File: src/inc/pvs_pkg.sv
// Constants for the parallel video source that drives the display controller input.
// How it works
// RL1: vertical sync stays high one full line
// RL2: two or more lines of vertical back porch
// RL3: one or more lines of vertical front porch
// RL4: blanking at least 6 plus 8 times ratio
// RL5: horizontal sync high 4 to 128 clocks
// RL6: four or more clocks before data valid
// RL7: eight or more clocks after data valid
// RL8: all pins change away from sampling edge; eye select is not tied to pix_en and can change on the pclk rise
// RL9: eye select settles 1 ms before sync edge
// RL10: eye select held 1 ms after sync edge
// RL11: device counts active lines between vertical syncs
`default_nettype none
package pvs_pkg;
   localparam int CLK_HZ = 50_000_000;
   localparam int PIX_W = 24;
   localparam int HW = 8;
   localparam int VW = 6;
   localparam int QW = 17;
   // Pixel clock is the system clock divided by four, high for two cycles.
   localparam logic [1:0] PCLK_DIV_LAST = 2'h3;
   localparam logic [1:0] PCLK_HALF = 2'h2;
   // Horizontal timing in pixel clocks.
   localparam int H_SYNC = 8;
   localparam int H_BP = 4;
   localparam int H_ACTIVE = 16;
   localparam int H_FP = 8;
   localparam logic [HW-1:0] H_SYNC_END = HW'(H_SYNC);
   localparam logic [HW-1:0] H_DV_ON = HW'(H_SYNC + H_BP);
   localparam logic [HW-1:0] H_DV_OFF = HW'(H_SYNC + H_BP + H_ACTIVE);
   localparam logic [HW-1:0] H_LAST = HW'(H_SYNC + H_BP + H_ACTIVE + H_FP - 1);
   // Vertical timing in lines.
   localparam int V_SYNC = 1;
   localparam int V_ACTIVE = 8;
   localparam int MIRROR_LINES = 4;
   localparam int V_RATIO = (V_ACTIVE + MIRROR_LINES - 1) / MIRROR_LINES;
   localparam int V_BLANK_MIN = 6 + 8 * ((V_RATIO > 1) ? V_RATIO : 1);
   localparam int V_FP = 1;
   localparam int V_BP = V_BLANK_MIN - V_FP;
   localparam logic [VW-1:0] V_SYNC_END = VW'(V_SYNC);
   localparam logic [VW-1:0] V_ACT_ON = VW'(V_BP);
   localparam logic [VW-1:0] V_ACT_OFF = VW'(V_BP + V_ACTIVE);
   localparam logic [VW-1:0] V_LAST = VW'(V_BP + V_ACTIVE + V_FP - 1);
   // Eye select guard time around each vertical sync transition.
   localparam int EYE_GUARD_NS = 1_000_000;
   localparam int EYE_GUARD_CYC = EYE_GUARD_NS / 1000 * (CLK_HZ / 1_000_000);
endpackage : pvs_pkg
`default_nettype wire

File: src/rtl/pvs_buf2.sv
// Two-entry buffer between the pixel producer and the video timing logic.
`default_nettype none
module pvs_buf2
   import pvs_pkg::*;
#(
   parameter int W = PIX_W
)
(
   input wire logic clk_i,
   input wire logic rst_n_i,
   input wire logic in_valid_i,
   output logic in_ready_o,
   input wire logic [W-1:0] in_data_i,
   output logic out_valid_o,
   input wire logic out_ready_i,
   output logic [W-1:0] out_data_o
);
   logic [W-1:0] mem_reg [2];
   logic wr_ptr_reg;
   logic rd_ptr_reg;
   logic [1:0] cnt_reg;
   logic [1:0] cnt_next;
   wire push = in_valid_i & in_ready_o;
   wire pop = out_valid_o & out_ready_i;

   // Occupancy; ready is registered so it is known a cycle ahead.
   assign cnt_next = cnt_reg + {1'b0, push} - {1'b0, pop};
   assign out_data_o = mem_reg[rd_ptr_reg];

   ////////////////////////////////////////////////////////////////////////////////
   // Pointers and flags.
   always_ff @(posedge clk_i or negedge rst_n_i)
   begin
      if (!rst_n_i)
      begin
         wr_ptr_reg <= 1'b0;
         rd_ptr_reg <= 1'b0;
         cnt_reg <= 2'h0;
         in_ready_o <= 1'b0;
         out_valid_o <= 1'b0;
      end
      else
      begin
         wr_ptr_reg <= wr_ptr_reg ^ push;
         rd_ptr_reg <= rd_ptr_reg ^ pop;
         cnt_reg <= cnt_next;
         in_ready_o <= (cnt_next != 2'h2);
         out_valid_o <= (cnt_next != 2'h0);
      end
   end

   // Storage has no reset; it is only read while valid.
   always_ff @(posedge clk_i)
   begin
      if (push)
      begin
         mem_reg[wr_ptr_reg] <= in_data_i;
      end
   end
endmodule : pvs_buf2
`default_nettype wire

File: src/rtl/pvs_video_source.sv
// Parallel video source: pixel clock, sync, data valid, pixel bus and eye select.
`default_nettype none
module pvs_video_source
   import pvs_pkg::*;
#(
   parameter int EYE_HOLD_CYC = EYE_GUARD_CYC
)
(
   input wire logic ref_clk_i,
   input wire logic rst_n_i,
   input wire logic enable_i,
   input wire logic eye_select_i,
   input wire logic pix_valid_i,
   output logic pix_ready_o,
   input wire logic [PIX_W-1:0] pix_data_i,
   output logic pclk_o,
   output logic vsync_o,
   output logic hsync_o,
   output logic pixel_valid_in_o,
   output logic [PIX_W-1:0] pixel_bus_in_o,
   output logic stereo_eye_select_o,
   output logic underrun_o
);
   typedef enum logic {ST_IDLE, ST_RUN} pvs_state_t;

   localparam logic [QW-1:0] EYE_HOLD = QW'(EYE_HOLD_CYC);

   ////////////////////////////////////////////////////////////////////////////////
   // Timing overview. Sync, valid and bus pins are registered and move only on the pix_en cycle; eye select is not.
   // A line is H_LAST + 1 pixel clocks: sync first, then the back porch, the
   // data valid window, and the front porch that runs into the next sync.
   // A frame is V_LAST + 1 lines: the sync line, the back porch lines, the
   // active lines and one front porch line. Back plus front porch equals the
   // blanking floor, so the vertical geometry has no spare margin to lose.
   // The geometry is fixed at build time; another source resolution needs new
   // package constants rather than a register write.

   // Frame state, position counters, eye guard and the buffer's drain side.
   pvs_state_t state_reg;
   pvs_state_t state_next;
   logic [1:0] div_reg;
   logic [HW-1:0] h_reg;
   logic [HW-1:0] h_next;
   logic [VW-1:0] v_reg;
   logic [VW-1:0] v_next;
   logic [QW-1:0] quiet_reg;
   logic last_eye_reg;
   logic buf_valid;
   logic [PIX_W-1:0] buf_data;

   ////////////////////////////////////////////////////////////////////////////////
   // Pixel clock divider. Sync, valid and bus updates happen on the pix_en cycle, which is
   // the same edge where pclk falls, so the device's rising edge sits mid-bit.
   wire pix_en = (div_reg == PCLK_HALF - 2'h1); // [RL8]

   // The pixel clock resets high so its first fall lands on the first pix_en cycle.
   always_ff @(posedge ref_clk_i or negedge rst_n_i)
   begin
      if (!rst_n_i)
      begin
         div_reg <= 2'h0;
         pclk_o <= 1'b1;
      end
      else
      begin
         div_reg <= (div_reg == PCLK_DIV_LAST) ? 2'h0 : div_reg + 2'h1;
         pclk_o <= (div_reg == PCLK_DIV_LAST) | (div_reg < PCLK_HALF - 2'h1);
      end
   end

   ////////////////////////////////////////////////////////////////////////////////
   // Eye select guard. quiet_reg counts cycles since the last vertical sync
   // edge or eye change, saturating at the guard time.
   // The guard does not cover reset: the counter starts saturated.
   // Limitation: the request is a level, compared with the pin each cycle, so
   // a pulse on eye_select_i that ends while the guard is pending is lost.
   // Sync line of the next position, read here and by the pin registers.
   wire run_next = (state_next == ST_RUN);
   wire vs_line = run_next & (v_next < V_SYNC_END); // [RL1]
   wire vs_edge = pix_en & (vsync_o != vs_line);
   wire eye_want = (eye_select_i != stereo_eye_select_o);
   // Change only with sync low and the post-edge hold already served.
   wire eye_go = eye_want & ~vsync_o & ~vs_line & (quiet_reg >= EYE_HOLD); // [RL10]
   // A new frame may not begin until a fresh eye value has settled.
   wire start_ok = enable_i & (~last_eye_reg | (quiet_reg >= EYE_HOLD)); // [RL9]

   // A vertical sync edge restarts the guard ahead of any pending request.
   always_ff @(posedge ref_clk_i or negedge rst_n_i)
   begin
      if (!rst_n_i)
      begin
         quiet_reg <= EYE_HOLD;
         last_eye_reg <= 1'b0;
         stereo_eye_select_o <= 1'b0;
      end
      else if (vs_edge)
      begin
         quiet_reg <= {QW{1'b0}};
         last_eye_reg <= 1'b0;
      end
      else if (eye_go)
      begin
         quiet_reg <= {QW{1'b0}};
         last_eye_reg <= 1'b1;
         stereo_eye_select_o <= eye_select_i;
      end
      else if (quiet_reg < EYE_HOLD)
      begin
         quiet_reg <= quiet_reg + {{(QW-1){1'b0}}, 1'b1};
      end
   end

   ////////////////////////////////////////////////////////////////////////////////
   // Frame position. The frame ends after the last front porch line; if the
   // next frame may not start yet the source idles with all lines low, which
   // only lengthens the front porch.
   // Limitation: enable_i is only looked at between frames, so clearing it
   // lets the current frame finish rather than cutting it short.
   wire h_end = (h_reg == H_LAST);
   wire f_end = h_end & (v_reg == V_LAST);

   always_comb
   begin
      state_next = state_reg;
      h_next = h_reg;
      v_next = v_reg;
      case (state_reg)
         ST_IDLE:
         begin
            // Restart at the sync line so a new frame always opens with vsync.
            if (start_ok)
            begin
               state_next = ST_RUN;
               h_next = {HW{1'b0}};
               v_next = {VW{1'b0}};
            end
         end
         ST_RUN:
         begin
            h_next = h_end ? {HW{1'b0}} : h_reg + {{(HW-1){1'b0}}, 1'b1};
            v_next = h_end ? v_reg + {{(VW-1){1'b0}}, 1'b1} : v_reg;
            // The frame wraps or parks here, never in the middle of a line.
            if (f_end)
            begin
               state_next = start_ok ? ST_RUN : ST_IDLE;
               v_next = {VW{1'b0}};
            end
         end
         default:
         begin
            state_next = ST_IDLE;
         end
      endcase
   end

   // Position registers advance once per pixel clock.
   always_ff @(posedge ref_clk_i or negedge rst_n_i)
   begin
      if (!rst_n_i)
      begin
         state_reg <= ST_IDLE;
         h_reg <= {HW{1'b0}};
         v_reg <= {VW{1'b0}};
      end
      else if (pix_en)
      begin
         state_reg <= state_next;
         h_reg <= h_next;
         v_reg <= v_next;
      end
   end

   ////////////////////////////////////////////////////////////////////////////////
   // Pin decode from the next position, so the registered pins line up with
   // the counters. The active lines sit after the back porch, and the front
   // porch plus back porch meet the blanking floor set in the package.
   wire hs_next = run_next & (h_next < H_SYNC_END); // [RL5]
   wire act_line = (v_next >= V_ACT_ON) & (v_next < V_ACT_OFF); // [RL2] [RL3] [RL4]
   wire dv_next = run_next & act_line & (h_next >= H_DV_ON) & (h_next < H_DV_OFF); // [RL6] [RL7]
   // A pixel slot consumes a word only when one is buffered; an empty buffer sends black.
   wire take = dv_next & buf_valid;

   // Pin registers. Underrun is a single clock pulse, not sticky, so a monitor
   // that wants a count must accumulate it itself.
   always_ff @(posedge ref_clk_i or negedge rst_n_i)
   begin
      if (!rst_n_i)
      begin
         vsync_o <= 1'b0;
         hsync_o <= 1'b0;
         pixel_valid_in_o <= 1'b0;
         pixel_bus_in_o <= {PIX_W{1'b0}};
         underrun_o <= 1'b0;
      end
      else
      begin
         underrun_o <= pix_en & dv_next & ~buf_valid;
         if (pix_en)
         begin
            vsync_o <= vs_line; // [RL8]
            hsync_o <= hs_next;
            pixel_valid_in_o <= dv_next;
            pixel_bus_in_o <= take ? buf_data : {PIX_W{1'b0}};
         end
      end
   end

   ////////////////////////////////////////////////////////////////////////////////
   // Buffer: blanking stalls the drain side so the producer sees back-pressure.
   // The drain pops only on a pixel slot, so it runs at the pixel rate while the
   // producer side may burst at the full clock rate until both entries fill.
   pvs_buf2 #(
      .W(PIX_W)
   ) u_buf (
      .clk_i(ref_clk_i),
      .rst_n_i(rst_n_i),
      .in_valid_i(pix_valid_i),
      .in_ready_o(pix_ready_o),
      .in_data_i(pix_data_i),
      .out_valid_o(buf_valid),
      .out_ready_i(pix_en & dv_next),
      .out_data_o(buf_data)
   );
endmodule : pvs_video_source
`default_nettype wire

File: config.mk
export PLATFORM = sky130hd
export DESIGN_NAME = pvs_video_source
export DESIGN_NICKNAME = d
export VERILOG_FILES = /design/src/inc/pvs_pkg.sv /design/src/rtl/pvs_buf2.sv /design/src/rtl/pvs_video_source.sv
export SDC_FILE = /design/constraint.sdc
export NUM_CORES = 1
export LEC_CHECK = 0
export BUFFER_PORTS_ARGS = -buffer_cell sky130_fd_sc_hd__clkbuf_2
export CAP_MARGIN = 20
export CORE_MARGIN = 3
export CORE_UTILIZATION = 40
export DETAILED_ROUTE_END_ITERATION = 6
export PLACE_DENSITY = 0.71
export SYNTH_ARGS = -nofsm -noshare
export SYNTH_HDL_FRONTEND = slang
export SYNTH_HIERARCHICAL = 1
export SYNTH_SLANG_ARGS = --single-unit
File: constraint.sdc
create_clock -name ref_clk_i -period 4 [get_ports ref_clk_i]
set_clock_uncertainty 0.15 [all_clocks]
set_input_delay 0.4 -clock ref_clk_i [delete_from_list [all_inputs] [get_ports ref_clk_i]]
set_output_delay 0.4 -clock ref_clk_i [all_outputs]
set_load 0.02 [all_outputs]
==> impl_metrics.toml <==
[run_status]
status = "complete, but fails checks"
violations = "hold timing"

[synth]
netlist_area_sq_mm = 0.00570
ys_seq_area_share_pct = 56.6
ys_ff_latch = 119
syn_inst = 493
synth_edf_count = 48
synth_mux_area_share_pct = 6.50
synth_compound_area_share_pct = 11.6
synthTopCellsByArea = "dfrtp_1, edfxtp_1, mux2_2"
synth_top_family_by_area = "simple AND/OR/NAND/NOR gates"
synth-simple-area-share_pct = 16.0
synth_common_cells = "dfrtp_1, nand2_1, edfxtp_1"
synth-main-ff-cell = "dfrtp_1"
async_reset_ff_share_pct = 59.7
yosysTopAreaCellShare_pct = 28.1
synth_top_area_cell = "dfrtp_1"
synth.most_common_cell = "dfrtp_1"
synthAdderAreaFrac_pct = 1.98
synth_xor_area_share_pct = 3.23
synth_cell_types = 64
synth.yosys.warnings = 6
syn-num-nets = 531
syn_area_per_cell_sq_um = 11.6

[placement]
io_buffers = 59
gp_congestion = 0.863
hpwl_um = 7950
place_ws_ps = 181
dp.cells = 720

[floorplanning]
core_area_sq_mm = 0.0136
num_rows = 42
boundaryPins = 60
die_area_sq_mm = 0.0157
start_util_pct = 41.9
die_x_um = 125
fp.dieH_um = 125

[timing]
report.final.slew_viol_count = 0
setup_violations = 0
tightest_slew_ps = 932
holdWs_ps = -40.9
rsz0062_at_grt = "false"
fin_crit_sh_pct = 94.6
slew_headroom_pct = 37.8
hold_violations = 13
final_period_minus_worst_setup_slack_ps = 3780
fin_setup_tns_ps = 0
layout_setup_ws_ps = 218
fmax_mhz = 264

[worst_setup_path]
cpPeakStageDelay_ps = 570
arrival_ps = 3930
critical_path.n_buffers_inverters = 0
end_kind = "register"
crit_fanout = 6
regToRegSetupSlack_ps = 220
path_cells = "ha_1, or4b_4, or4_4, xnor2_1, and3_1, a2bb2oi_1, nand3_1, nor2_1, nand2_1, xnor2_1, ha_1, xnor2_1, or3_4, a21o_1"
cp-start-kind = "register"
criticalPathCategory = "register to register"
worst_r2r_endpoint = "u_buf/out_valid_o"
cpMostUsedCell = "xnor2_1"
reg2reg_depth = 14
rr_startpoint = "h_reg[1]"
critPathTopFamily = "simple AND/OR/NAND/NOR gates"
worstPathRequired_ps = 4150
worst_path_max_delay_cell = "or4_4"

[flow_run]
cap_violations = 0

[route]
wl_per_cell_um = 16.5
firstDrtPassIters = 5
routed_wirelength_um = 12400
via_count = 4102
drc = 0
drtAntennaViolNets = 0
drt_iter0_markers = 359
drt-vias-per-instance = 5.45

[cells_and_area]
stdcell_count = 753
n_antenna_cell = 0
syn_to_final_growth_pct = 21.8
num-nets-final = 602
drive_gt1_share_pct = 30.2
largest_reg_flops = 48

[global_routing]
track_usage_pct = 16.3
grt_overflow = 0
antenna_found_initial = 0
grt_pass1_wl_um = 20800
grt_pass1_vias = 4171
grt_max_degree = 72

[hold_path]
hold_path.class = "primary input to async pin"

[clocking]
cts_buffer_depth = 2
cts_tree = "built"
cts.sinks = 119
htree_levels = 4
cts_buffers = 17
post_cts_buffers = 0
path_clk_slew_ps = 60
clkLatencyLatePin_ps = 410
cts_root_buf = "clkbuf_16"

[power_and_ir_drop]
p_leak_nw = 2.91
ir_drop_mv = 0.428
total_power_w = 0.00337
cellPowerDensity_mw_per_mm2 = 486
[repair_timing]
item                                    CTS  global route
hold buffers                              0             0
endpoints found under the setup margin    0             2
gates resized for setup                   0             1
[routing by layer]
layer | part of all wire, % | vias up | wire length (um) | global-route usage (%)
met5 | 0 | - | 0 | 0
met4 | 2.0 | 0 | 244 | 6.57
met3 | 5.9 | 24 | 731 | 4.95
met2 | 49 | 130 | 6110 | 27.4
met1 | 43 | 2003 | 5310 | 19.6
li1 | - | 1945 | - | -
[through the flow]
step | utilization [%] | hold slack (ps) | area (sq um)
detailed placement | 46.1 | 317 | 6270
floorplan | - | -45.6 | 5700
global route | 51.0 | 12.1 | 6940
global placement | 45.9 | 291 | 6240
finish | 51.0 | -40.9 | 6940
CTS | 50.8 | 6.10 | 6910
[worst reg2reg max path: cells and delay by family, from the launching register on]
kind	cells	cell delay, ps
adder cells (fa/ha/maj)	2	370
AND/OR/NAND/NOR	7	1920
AO/OA/AOI/OAI	2	370
flip-flops	1	410
XOR/XNOR	3	440
[final cells by class]
type,count,area [sq um]
inverter,32,120
multi-input combinational,316,2250
timing repair buffer,78,480
clock inverter,14,199
fill,1151,6670
clock buffer,18,439
tap,176,220
sequential,119,3230
[power by group]
group / total [W] / switching (W) / leakage, nW / internal, W
registers: 0.00145 / 0.0000313 / 1.34 / 0.00142
logic: 0.000306 / 0.000191 / 1.26 / 0.000115
clock network: 0.00162 / 0.000552 / 0.311 / 0.00106
total: 0.00337 / 0.000775 / 2.91 / 0.00260
[cells by family after synthesis]
group | after synthesis
adder cells (fa/ha/maj) | 9
XOR/XNOR | 21
buffers and inverters | 58
multiplexers | 33
AO/OA/AOI/OAI | 93
flip-flops | 119
AND/OR/NAND/NOR | 160
[how the worst max path moves through the flow]
| stage | from | end | cells past startpoint |
|---|---|---|---|
| floorplan | h_reg[0] | u_buf/out_valid_o | 15 |
| global placement | h_reg[1] | u_buf/out_valid_o | 14 |
| detailed placement | h_reg[1] | u_buf/out_valid_o | 14 |
| CTS | h_reg[1] | u_buf/out_valid_o | 14 |
| global route | h_reg[1] | u_buf/out_valid_o | 14 |
| finish | h_reg[1] | u_buf/out_valid_o | 14 |
[placed cells by master, fill, tap and decap left out, types with 17 or more instances in the layout]
cell type	Yosys	routed
dfrtp_1	64	64
clkbuf_2	0	58
nand2_1	49	49
edfxtp_1	48	48
inv_1	32	32
mux2_2	29	29
o21ai_0	20	20
xnor2_1	19	18
buf_4	2	18
nor2_1	18	17
nor3_1	17	17
clkbuf_16	0	17
Note: power is estimated with default switching activity, not from simulation.
